**src/verilog/rae_defs.vh**
```
`ifndef RAE_DEFS_VH
`define RAE_DEFS_VH
// Register byte offsets
`define RAE_A_DIAG 8'h00
`define RAE_A_DBUF 8'h04
`define RAE_A_XBUF 8'h08
`define RAE_A_DESCB 8'h0C
`define RAE_A_L1 8'h10
`define RAE_A_L2C0 8'h14
`define RAE_A_L2C1 8'h18
`define RAE_A_L2C2 8'h1C
`define RAE_A_L2C3 8'h20
`define RAE_A_MMIO 8'h24
`define RAE_A_CMPL 8'h28
`define RAE_A_DESC 8'h2C
`define RAE_A_ISTAT 8'h30
`define RAE_A_IMASK 8'h34
// Diagnostic register fields
`define RAE_DIAG_W 10
`define RAE_D_START 0
`define RAE_D_STPAR 1
`define RAE_D_HPAR 2
`define RAE_D_IBPAR 3
`define RAE_D_IDLI 4
`define RAE_D_IDL6 5
`define RAE_D_IDL7 6
`define RAE_D_TMO 7
`define RAE_D_B0 8
`define RAE_D_B1 9
// Level-1 status fields
`define RAE_L1_PAR 0
`define RAE_L1_TMO 1
// Level-2 status fields
`define RAE_L2_W 5
`define RAE_L2_IBPAR 0
`define RAE_L2_DTO 1
`define RAE_L2_IDLI 2
`define RAE_L2_IDL6 3
`define RAE_L2_IDL7 4
// Interrupt status fields
`define RAE_I_L2 0
`define RAE_I_L1 1
// MMIO command fields
`define RAE_M_RNW 4
`define RAE_M_BUSY 31
// Idle data bus level
`define RAE_IDLE_DATA 16'hFFFF
// Timing
`define RAE_DTACK_TO_NS 1000
`define RAE_CLK_NS 20
`endif

```
**src/verilog/rae_top.v**
```verilog
`include "rae_defs.vh"
`timescale 1ns/1ps
`default_nettype none
module rae_top #(
	parameter DTACK_TO_NS = `RAE_DTACK_TO_NS
) (
	input wire hclk, // System clock
	input wire hresetn, // Async reset, low
	input wire hsel, // Slave select
	input wire [31:0] haddr, // Byte address
	input wire [1:0] htrans, // Transfer type
	input wire hwrite, // Write flag
	input wire [2:0] hsize, // Transfer size
	input wire [31:0] hwdata, // Write data
	input wire hready, // Bus ready
	output reg [31:0] hrdata_ff, // Read data
	output reg hreadyout_ff, // Slave ready
	output reg hresp_ff, // Always OKAY
	output reg irq_ff, // Level-4 interrupt
	output reg pio_tmo_ff, // Host write timeout pulse
	output reg [3:0] chip_cs_ff, // Chip selects
	output reg chip_rnw_ff, // Read not write
	output reg [1:0] chip_rs_ff, // Chip register select
	output reg [15:0] chip_dout_ff, // Chip write data
	output reg [1:0] chip_dout_par_ff, // Write data parity
	output reg chip_dout_oe_ff, // Data bus drive
	input wire [15:0] chip_din, // Chip read data
	input wire [1:0] chip_din_par, // Read data parity
	input wire chip_dtack_n // Data acknowledge, low
);
	localparam [15:0] TO_CYC = DTACK_TO_NS / `RAE_CLK_NS;
	localparam [1:0] ST_IDLE = 2'b00;
	localparam [1:0] ST_WAIT = 2'b01;
	localparam [1:0] ST_END = 2'b10;

	// Odd parity per byte
	function [1:0] par16;
		input [15:0] d;
		begin
			par16 = {~^d[15:8], ~^d[7:0]};
		end
	endfunction

	// Lowest set error bit as code
	function [2:0] err_code;
		input [`RAE_L2_W-1:0] e;
		begin
			if (e[0])
				err_code = 3'h1;
			else if (e[1])
				err_code = 3'h2;
			else if (e[2])
				err_code = 3'h3;
			else if (e[3])
				err_code = 3'h4;
			else if (e[4])
				err_code = 3'h5;
			else
				err_code = 3'h0;
		end
	endfunction

	reg [7:0] a_addr_ff;
	reg a_wr_ff;
	reg a_rd_ff;
	reg [`RAE_DIAG_W-1:0] diag_ff;
	reg [15:0] dbuf_ff;
	reg [1:0] dbuf_par_ff;
	reg [7:0] xbuf_ff;
	reg xbuf_par_ff;
	reg [15:0] descb_ff;
	reg [1:0] descb_par_ff;
	reg [1:0] l1_ff;
	reg [`RAE_L2_W-1:0] l2_ff [0:3];
	reg [1:0] istat_ff;
	reg [1:0] imask_ff;
	reg [31:0] cmpl_ff;
	reg [15:0] desc_ff;
	reg [1:0] st_ff;
	reg [15:0] cnt_ff;
	reg [1:0] chip_ff;
	reg [`RAE_L2_W-1:0] merr_ff;
	reg mstart_ff;
	reg dtn_s1_ff;
	reg dtn_ff;
	reg [15:0] din_s1_ff;
	reg [15:0] din_ff;
	reg [1:0] dpar_s1_ff;
	reg [1:0] dpar_ff;
	integer i;

	// Address phase capture
	wire a_take = hsel & hready & htrans[1];
	wire wr_do = a_wr_ff;
	wire rd_do = a_rd_ff;
	wire [1:0] bsel = {diag_ff[`RAE_D_B1], diag_ff[`RAE_D_B0]};
	wire armed = diag_ff[`RAE_D_START];
	// Any non-diagnostic access counts as the next command
	wire is_cmd = (a_addr_ff != `RAE_A_DIAG);
	wire f_st = armed & diag_ff[`RAE_D_STPAR] & (|bsel);
	wire f_hp = armed & diag_ff[`RAE_D_HPAR] & (|bsel);
	wire wr_cmd = wr_do & is_cmd;
	wire rd_cmd = rd_do & is_cmd;
	wire wr_block = wr_cmd & f_hp;
	wire wr_ok = wr_do & ~wr_block;
	wire [1:0] st_flip = f_st ? bsel : 2'b00;
	wire [1:0] wpar = par16(hwdata[15:0]) ^ st_flip;
	wire mm_go = wr_ok & (a_addr_ff == `RAE_A_MMIO) & (st_ff == ST_IDLE);

	// Read mux and stored parity check
	reg [31:0] rdata;
	reg rd_bad;
	always @*
	begin
		rdata = 32'h0000_0000;
		rd_bad = 1'b0;
		if (a_addr_ff == `RAE_A_DIAG)
			rdata[`RAE_DIAG_W-1:0] = diag_ff;
		else if (a_addr_ff == `RAE_A_DBUF)
		begin
			rdata[15:0] = dbuf_ff;
			rd_bad = (dbuf_par_ff != par16(dbuf_ff));
		end
		else if (a_addr_ff == `RAE_A_XBUF)
		begin
			rdata[15:8] = xbuf_ff;
			rd_bad = (xbuf_par_ff != ~^xbuf_ff);
		end
		else if (a_addr_ff == `RAE_A_DESCB)
		begin
			rdata[15:0] = descb_ff;
			rd_bad = (descb_par_ff != par16(descb_ff));
		end
		else if (a_addr_ff == `RAE_A_L1)
			rdata[1:0] = l1_ff;
		else if (a_addr_ff == `RAE_A_L2C0)
			rdata[`RAE_L2_W-1:0] = l2_ff[0];
		else if (a_addr_ff == `RAE_A_L2C1)
			rdata[`RAE_L2_W-1:0] = l2_ff[1];
		else if (a_addr_ff == `RAE_A_L2C2)
			rdata[`RAE_L2_W-1:0] = l2_ff[2];
		else if (a_addr_ff == `RAE_A_L2C3)
			rdata[`RAE_L2_W-1:0] = l2_ff[3];
		else if (a_addr_ff == `RAE_A_MMIO)
			rdata[`RAE_M_BUSY] = (st_ff != ST_IDLE);
		else if (a_addr_ff == `RAE_A_CMPL)
			rdata = cmpl_ff;
		else if (a_addr_ff == `RAE_A_DESC)
			rdata[15:0] = desc_ff;
		else if (a_addr_ff == `RAE_A_ISTAT)
			rdata[1:0] = istat_ff;
		else if (a_addr_ff == `RAE_A_IMASK)
			rdata[1:0] = imask_ff;
	end

	// Level-2 read clear, per chip
	reg [3:0] l2_clr;
	always @*
	begin
		l2_clr = 4'h0;
		if (rd_do)
		begin
			if (a_addr_ff == `RAE_A_L2C0)
				l2_clr[0] = 1'b1;
			else if (a_addr_ff == `RAE_A_L2C1)
				l2_clr[1] = 1'b1;
			else if (a_addr_ff == `RAE_A_L2C2)
				l2_clr[2] = 1'b1;
			else if (a_addr_ff == `RAE_A_L2C3)
				l2_clr[3] = 1'b1;
		end
	end

	// MMIO completion and checkers
	wire m_ack = ~dtn_ff & ~(mstart_ff & diag_ff[`RAE_D_TMO]);
	wire m_tmo = (cnt_ff >= TO_CYC - 16'h0001);
	wire m_end = (st_ff == ST_WAIT) & (m_ack | m_tmo);
	wire [1:0] ib_flip = (mstart_ff & diag_ff[`RAE_D_IBPAR]) ? bsel : 2'b00;
	wire ib_err = chip_rnw_ff & m_ack & ((par16(din_ff) ^ ib_flip) != dpar_ff);
	wire idl_i = mstart_ff & diag_ff[`RAE_D_IDLI];
	wire idl_6 = mstart_ff & diag_ff[`RAE_D_IDL6];
	wire idl_7 = mstart_ff & diag_ff[`RAE_D_IDL7];
	wire [`RAE_L2_W-1:0] m_err = {idl_7, idl_6, idl_i, ~m_ack, ib_err};
	wire m_frc = mstart_ff & (|diag_ff[`RAE_D_TMO:`RAE_D_IBPAR]);
	wire l1_set_p = (rd_cmd & (rd_bad | f_hp)) | wr_block;
	wire l2_ev = (st_ff == ST_END) & (|merr_ff);
	// Start clears once the armed force has been spent
	wire st_clr = ((wr_cmd | rd_cmd) & (f_st | f_hp)) | (m_end & m_frc);

	// Bus slave: writes take no wait, reads take one
	always @(posedge hclk or negedge hresetn)
	begin
		if (!hresetn)
		begin
			a_addr_ff <= 8'h00;
			a_wr_ff <= 1'b0;
			a_rd_ff <= 1'b0;
			hreadyout_ff <= 1'b1;
			hrdata_ff <= 32'h0000_0000;
			hresp_ff <= 1'b0;
		end
		else
		begin
			a_wr_ff <= a_take & hwrite;
			a_rd_ff <= a_take & ~hwrite;
			if (a_take)
				a_addr_ff <= haddr[7:0];
			hreadyout_ff <= ~(a_take & ~hwrite);
			if (rd_do)
				hrdata_ff <= rdata;
			hresp_ff <= 1'b0;
		end
	end

	// Diagnostic register and parity-holding buffers
	always @(posedge hclk or negedge hresetn)
	begin
		if (!hresetn)
		begin
			diag_ff <= 10'h000;
			dbuf_ff <= 16'h0000;
			dbuf_par_ff <= 2'b11;
			xbuf_ff <= 8'h00;
			xbuf_par_ff <= 1'b1;
			descb_ff <= 16'h0000;
			descb_par_ff <= 2'b11;
		end
		else
		begin
			if (wr_do & ~is_cmd)
				diag_ff <= hwdata[`RAE_DIAG_W-1:0];
			else if (st_clr)
				diag_ff[`RAE_D_START] <= 1'b0;
			// Only these three keep parity; others drop it
			if (wr_ok & (a_addr_ff == `RAE_A_DBUF))
			begin
				dbuf_ff <= hwdata[15:0];
				dbuf_par_ff <= wpar;
			end
			if (wr_ok & (a_addr_ff == `RAE_A_XBUF))
			begin
				xbuf_ff <= hwdata[15:8];
				xbuf_par_ff <= wpar[1];
			end
			if (wr_ok & (a_addr_ff == `RAE_A_DESCB))
			begin
				descb_ff <= hwdata[15:0];
				descb_par_ff <= wpar;
			end
		end
	end

	// Status, interrupt and timeout logging; set wins over clear
	always @(posedge hclk or negedge hresetn)
	begin
		if (!hresetn)
		begin
			l1_ff <= 2'b00;
			istat_ff <= 2'b00;
			imask_ff <= 2'b00;
			irq_ff <= 1'b0;
			pio_tmo_ff <= 1'b0;
			for (i = 0; i < 4; i = i + 1)
				l2_ff[i] <= 5'h00;
		end
		else
		begin
			pio_tmo_ff <= wr_block;
			l1_ff[`RAE_L1_PAR] <= l1_set_p | (l1_ff[`RAE_L1_PAR]
				& ~(wr_ok & (a_addr_ff == `RAE_A_L1) & hwdata[`RAE_L1_PAR]));
			l1_ff[`RAE_L1_TMO] <= wr_block | (l1_ff[`RAE_L1_TMO]
				& ~(wr_ok & (a_addr_ff == `RAE_A_L1) & hwdata[`RAE_L1_TMO]));
			for (i = 0; i < 4; i = i + 1)
			begin
				if (l2_ev & (chip_ff == i[1:0]))
					l2_ff[i] <= merr_ff | (l2_clr[i] ? 5'h00 : l2_ff[i]);
				else if (l2_clr[i])
					l2_ff[i] <= 5'h00;
			end
			if (wr_ok & (a_addr_ff == `RAE_A_IMASK))
				imask_ff <= hwdata[1:0];
			istat_ff[`RAE_I_L2] <= l2_ev | (istat_ff[`RAE_I_L2]
				& ~(wr_ok & (a_addr_ff == `RAE_A_ISTAT) & hwdata[`RAE_I_L2]));
			istat_ff[`RAE_I_L1] <= l1_set_p | (istat_ff[`RAE_I_L1]
				& ~(wr_ok & (a_addr_ff == `RAE_A_ISTAT) & hwdata[`RAE_I_L1]));
			irq_ff <= |(istat_ff & imask_ff);
		end
	end

	// Pin synchronisers
	always @(posedge hclk or negedge hresetn)
	begin
		if (!hresetn)
		begin
			dtn_s1_ff <= 1'b1;
			dtn_ff <= 1'b1;
			din_s1_ff <= 16'h0000;
			din_ff <= 16'h0000;
			dpar_s1_ff <= 2'b00;
			dpar_ff <= 2'b00;
		end
		else
		begin
			dtn_s1_ff <= chip_dtack_n;
			dtn_ff <= dtn_s1_ff;
			din_s1_ff <= chip_din;
			din_ff <= din_s1_ff;
			dpar_s1_ff <= chip_din_par;
			dpar_ff <= dpar_s1_ff;
		end
	end

	// MMIO sequencer with acknowledge timer
	always @(posedge hclk or negedge hresetn)
	begin
		if (!hresetn)
		begin
			st_ff <= ST_IDLE;
			cnt_ff <= 16'h0000;
			chip_ff <= 2'b00;
			merr_ff <= 5'h00;
			mstart_ff <= 1'b0;
			chip_cs_ff <= 4'h0;
			chip_rnw_ff <= 1'b1;
			chip_rs_ff <= 2'b00;
			chip_dout_ff <= `RAE_IDLE_DATA;
			chip_dout_par_ff <= 2'b11;
			chip_dout_oe_ff <= 1'b0;
			cmpl_ff <= 32'h0000_0000;
			desc_ff <= 16'h0000;
		end
		else
		begin
			case (st_ff)
			ST_IDLE:
			begin
				cnt_ff <= 16'h0000;
				if (mm_go)
				begin
					st_ff <= ST_WAIT;
					chip_ff <= hwdata[1:0];
					chip_rs_ff <= hwdata[3:2];
					chip_rnw_ff <= hwdata[`RAE_M_RNW];
					chip_cs_ff <= 4'h1 << hwdata[1:0];
					chip_dout_ff <= hwdata[31:16];
					chip_dout_par_ff <= par16(hwdata[31:16]);
					chip_dout_oe_ff <= ~hwdata[`RAE_M_RNW];
					mstart_ff <= armed;
				end
			end
			ST_WAIT:
			begin
				cnt_ff <= cnt_ff + 16'h0001;
				if (m_end)
				begin
					st_ff <= ST_END;
					merr_ff <= m_err;
					chip_cs_ff <= 4'h0;
					chip_dout_oe_ff <= 1'b0;
					cmpl_ff <= {din_ff, 8'h00, chip_rnw_ff, chip_ff, m_err};
				end
			end
			ST_END:
			begin
				st_ff <= ST_IDLE;
				mstart_ff <= 1'b0;
				if (|merr_ff)
					desc_ff <= descb_ff + {11'h000, chip_ff, err_code(merr_ff)};
			end
			default:
				st_ff <= ST_IDLE;
			endcase
		end
	end
endmodule // rae_top
`default_nettype wire

```
**config.mk**
```make
export PLATFORM = sky130hd
export DESIGN_NAME = rae_top
export DESIGN_NICKNAME = d
export VERILOG_FILES = /design/src/verilog/rae_top.v
export VERILOG_INCLUDE_DIRS = /design/src /design/src/verilog
export SDC_FILE = /design/constraint.sdc
export NUM_CORES = 1
export LEC_CHECK = 0
export BUFFER_PORTS_ARGS = -buffer_cell sky130_fd_sc_hd__buf_4
export CAP_MARGIN = 10
export CORE_MARGIN = 5
export CORE_UTILIZATION = 40
export DETAILED_ROUTE_END_ITERATION = 10
export GPL_TIMING_DRIVEN = 0
export PLACE_DENSITY = 0.71
export SETUP_SLACK_MARGIN = 0.5
export SLEW_MARGIN = 5
export SYNTH_ARGS = -nofsm -noshare
export SYNTH_HDL_FRONTEND = slang
export SYNTH_SLANG_ARGS = --single-unit
```
**constraint.sdc**
```tcl
create_clock -name hclk -period 5.48 [get_ports hclk]
set_input_delay 0.548 -clock hclk [delete_from_list [all_inputs] [get_ports hclk]]
set_output_delay 0.548 -clock hclk [all_outputs]
set_load 0.05 [all_outputs]
```
==> out/qor.json <==
{
  "outcome": "complete, no violations",
  "initialDrtViolationCount": 706,
  "sequential_element_share_of_the_synthesized_area_pct": 54.1,
  "critPathKind": "reg2reg",
  "post_route_cells_drive_above_1_share_pct": 26.6,
  "cts_tree": "built",
  "post_synth_arst_share_pct": 100,
  "placed_cells": 1546,
  "area_share_of_fa_ha_maj_cells_after_synthesis_pct": 1.89,
  "clock-sinks": 251,
  "max_slew_margin_pct": 26.8,
  "layout.cell_area.non_filler_sq_um": 14100,
  "yosys.area_share.simple_pct": 10.6,
  "total_number_of_yosys_warnings": 0,
  "main_combinational_cell_family_by_area_after_synthesis": "compound AO/OA/AOI/OAI gates",
  "timing.critical_path.from": "cmpl_ff[4]$_DFFE_PN0P_",
  "hold_ws_ps": 75.8,
  "root_buffer": "sky130_fd_sc_hd__clkbuf_16",
  "flow.area_growth_from_synthesis_pct": 20.9,
  "critPathLaunchType": "register",
  "finalHoldViolations": 0,
  "drt_first_pass_iters": 5,
  "most_common_cell_after_layout_fill_and_taps_aside": "sky130_fd_sc_hd__dfrtp_1",
  "irDropWorstVdd_mv": 0.243,
  "via_per_inst": 5.39,
  "detailed_place.area_sq_um": 13100,
  "postCtsSetupRepairBufs": 0,
  "reg2reg_start": "cmpl_ff[4]$_DFFE_PN0P_",
  "cts_repair_resize_count": 0,
  "tritoncts.num_buffers": 26,
  "post_synth_mux_area_share_pct": 10.3,
  "dr_total_vias": 8595,
  "period_minus_slack_ps": 3370,
  "postSynthRegisterBits": 251,
  "core_region_area_sq_um": 28800,
  "timing.setup.tns_ps": 0,
  "grt_first_pass_wirelength_mm": 50.0,
  "antenna_cells_inserted": 0,
  "path_clk_slew_ps": 70,
  "track_usage_pct": 19.0,
  "synthesized_area_per_cell_sq_um": 11.3,
  "grt_antenna_before_repair": 0,
  "grt.overflow.total": 0,
  "setup_viol_count_final": 0,
  "grt_max_degree": 110,
  "worst_slew_pin_slew_ps": 1080,
  "final_nets": 1300,
  "drv_cap": 0,
  "die_area_sq_um": 32700,
  "total_of_fill_cells_in_the_finished_design": 2543,
  "clockBufferDepth": 3,
  "synth_compound_gate_area_share_pct": 12.3,
  "final_antenna_net_count": 0,
  "netlist_instances": 1035,
  "power.static_leakage_nw": 6.18,
  "synth_flop_cell": "sky130_fd_sc_hd__dfrtp_1",
  "fmax_mhz": 297,
  "clk_latency_ps": 540,
  "finalCoreUtilization_pct": 49.0,
  "htreeDepth": 1,
  "crit_path_max_fanout": 8,
  "grt_pass1_vias": 8856,
  "drc": 0,
  "critPathCaptureType": "register",
  "post_layout_nonfiller_instances": 1594,
  "worstHoldPathType": "in2async",
  "critical_path_arrival_ps": 3830,
  "routed_wirelength_mm": 31.5,
  "yosys_cell_types": 71,
  "slew_viol_final": 0,
  "final_weighted_congestion_in_routability_driven_placement": 0.939,
  "hold_buffers": 0,
  "fp-row-count": 62,
  "top_level_ports": 155,
  "die_w_um": 181,
  "hpwl_mm": 23.2,
  "synth_xor_xnor_area_share_pct": 7.51,
  "routed_wire_length_per_instance_um": 19.8,
  "mappedNetlistArea_sq_um": 11700,
  "power.density_nw_per_um2": 332,
  "grt_setup_unrepaired": "no",
  "die_y_um": 181,
  "layout_common_cells": "sky130_fd_sc_hd__dfrtp_1, sky130_fd_sc_hd__buf_4, sky130_fd_sc_hd__nand2_1",
  "synth_edf_count": 0,
  "initial_core_util_pct": 40.5,
  "cp.required_ps": 5950,
  "io_buffers": 125,
  "synth_fp_nets": 1145,
  "skew_ps": 17.7,
  "layout_worst_path_cycle_share_pct": 61.4
}
## sequential cells by signal (all words and copies together), names as in the netlist, 8 cells and up
signal,cells
hrdata_ff,32
l2_ff,20
cnt_ff,16
chip_dout_ff,16
din_ff,16
dbuf_ff,16
diag_ff,10
xbuf_ff,8
desc_ff,16
descb_ff,16
din_s1_ff,16
a_addr_ff,8
cmpl_ff,20
## critical path, stage by stage (launching register included)
cell	delay [ps]
sky130_fd_sc_hd__dfrtp_1	340
sky130_fd_sc_hd__clkbuf_1	430
sky130_fd_sc_hd__a21oi_1	130
sky130_fd_sc_hd__o21bai_1	190
sky130_fd_sc_hd__ha_1	190
sky130_fd_sc_hd__inv_1	50
sky130_fd_sc_hd__fa_1	390
sky130_fd_sc_hd__nor2b_1	120
sky130_fd_sc_hd__o21ai_0	100
sky130_fd_sc_hd__a21boi_0	480
sky130_fd_sc_hd__o21ai_0	270
sky130_fd_sc_hd__or4_1	520
sky130_fd_sc_hd__nand3_1	90
## stage by stage
| step | setup WS (ps) | power [mW] |
|---|---|---|
| finish | 2110 | 4.68 |
| global route | 1740 | 4.86 |
| CTS | 2150 | 4.72 |
| detailed placement | 2170 | 2.76 |
| global placement | 1890 | 2.74 |
| floorplan | 2760 | 2.49 |
## power breakdown
| group | internal (mW) | switching (mW) |
|---|---|---|
| clock network | 1.18 | 0.773 |
| logic | 0.267 | 0.429 |
| registers | 1.95 | 0.0803 |
| total | 3.40 | 1.28 |
## cell usage after synthesis, types with 5 or more instances
cell / n / area [sq um]
sky130_fd_sc_hd__a21o_1: 7 / 52.6
sky130_fd_sc_hd__inv_1: 42 / 158
sky130_fd_sc_hd__o32ai_1: 5 / 43.8
sky130_fd_sc_hd__o21ai_0: 84 / 420
sky130_fd_sc_hd__mux2_4: 19 / 285
sky130_fd_sc_hd__xor2_1: 25 / 219
sky130_fd_sc_hd__a21oi_1: 32 / 160
sky130_fd_sc_hd__a221oi_1: 9 / 78.8
sky130_fd_sc_hd__nand3_1: 27 / 135
sky130_fd_sc_hd__or3_1: 7 / 43.8
sky130_fd_sc_hd__o22ai_1: 8 / 50.1
sky130_fd_sc_hd__dfrtp_1: 224 / 5610
sky130_fd_sc_hd__nor3_1: 8 / 40.0
sky130_fd_sc_hd__nand2_1: 98 / 368
sky130_fd_sc_hd__mux2_2: 77 / 867
sky130_fd_sc_hd__ha_1: 16 / 200
sky130_fd_sc_hd__xnor2_1: 75 / 657
sky130_fd_sc_hd__a31oi_1: 5 / 31.3
sky130_fd_sc_hd__nor2_1: 56 / 210
sky130_fd_sc_hd__o211ai_1: 6 / 45.0
sky130_fd_sc_hd__nand2b_1: 15 / 93.8
sky130_fd_sc_hd__nand4_1: 6 / 37.5
sky130_fd_sc_hd__o41ai_1: 7 / 61.3
sky130_fd_sc_hd__or4_1: 5 / 37.5
sky130_fd_sc_hd__nor2b_1: 5 / 31.3
sky130_fd_sc_hd__a22o_1: 27 / 236
sky130_fd_sc_hd__buf_2: 8 / 40.0
sky130_fd_sc_hd__dfstp_2: 27 / 709
sky130_fd_sc_hd__clkbuf_1: 34 / 128
## worst paths after layout
kind                                               end  slack, ps  depth (start not counted)
max reg2reg                    desc_ff[14]$_DFFE_PN0P_       2110                         12
min in group hclk              din_s1_ff[15]$_DFF_PN0_        120                          1
min reg2reg                       din_ff[11]$_DFF_PN0_        350                          0
min                            desc_ff[13]$_DFFE_PN0P_         80                          1
max                            desc_ff[14]$_DFFE_PN0P_       2110                         12
max in group asynchronous  chip_dout_ff[2]$_DFFE_PN1P_       4500                          2
## metal layers
| metal | GRT usage [%] | part of all wire (%) |
|---|---|---|
| met5 | 0 | 0 |
| met2 | 31.1 | 49 |
| met3 | 3.98 | 6.8 |
| met4 | 5.90 | 3.0 |
| met1 | 25.4 | 41 |
## cells by family after synthesis
kind of cell	Yosys count
AND/OR/NAND/NOR	255
multiplexers	101
flip-flops	251
buffers and inverters	91
AO/OA/AOI/OAI	219
XOR/XNOR	100
other	1
adder cells (fa/ha/maj)	17
## cell type report
type / count / area, sq um / share of cell area, %
plain buffers: 48 / 210 / 1.49
clock buffers: 32 / 724 / 5.14
clock inverters: 16 / 234 / 1.66
inverters: 43 / 161 / 1.14
multi-input cells: 693 / 4980 / 35.3
flip-flops and latches: 251 / 6310 / 44.8
well taps: 384 / 480 / 3.41
repair buffers: 127 / 1000 / 7.10
(Power assumes the default switching activity.)
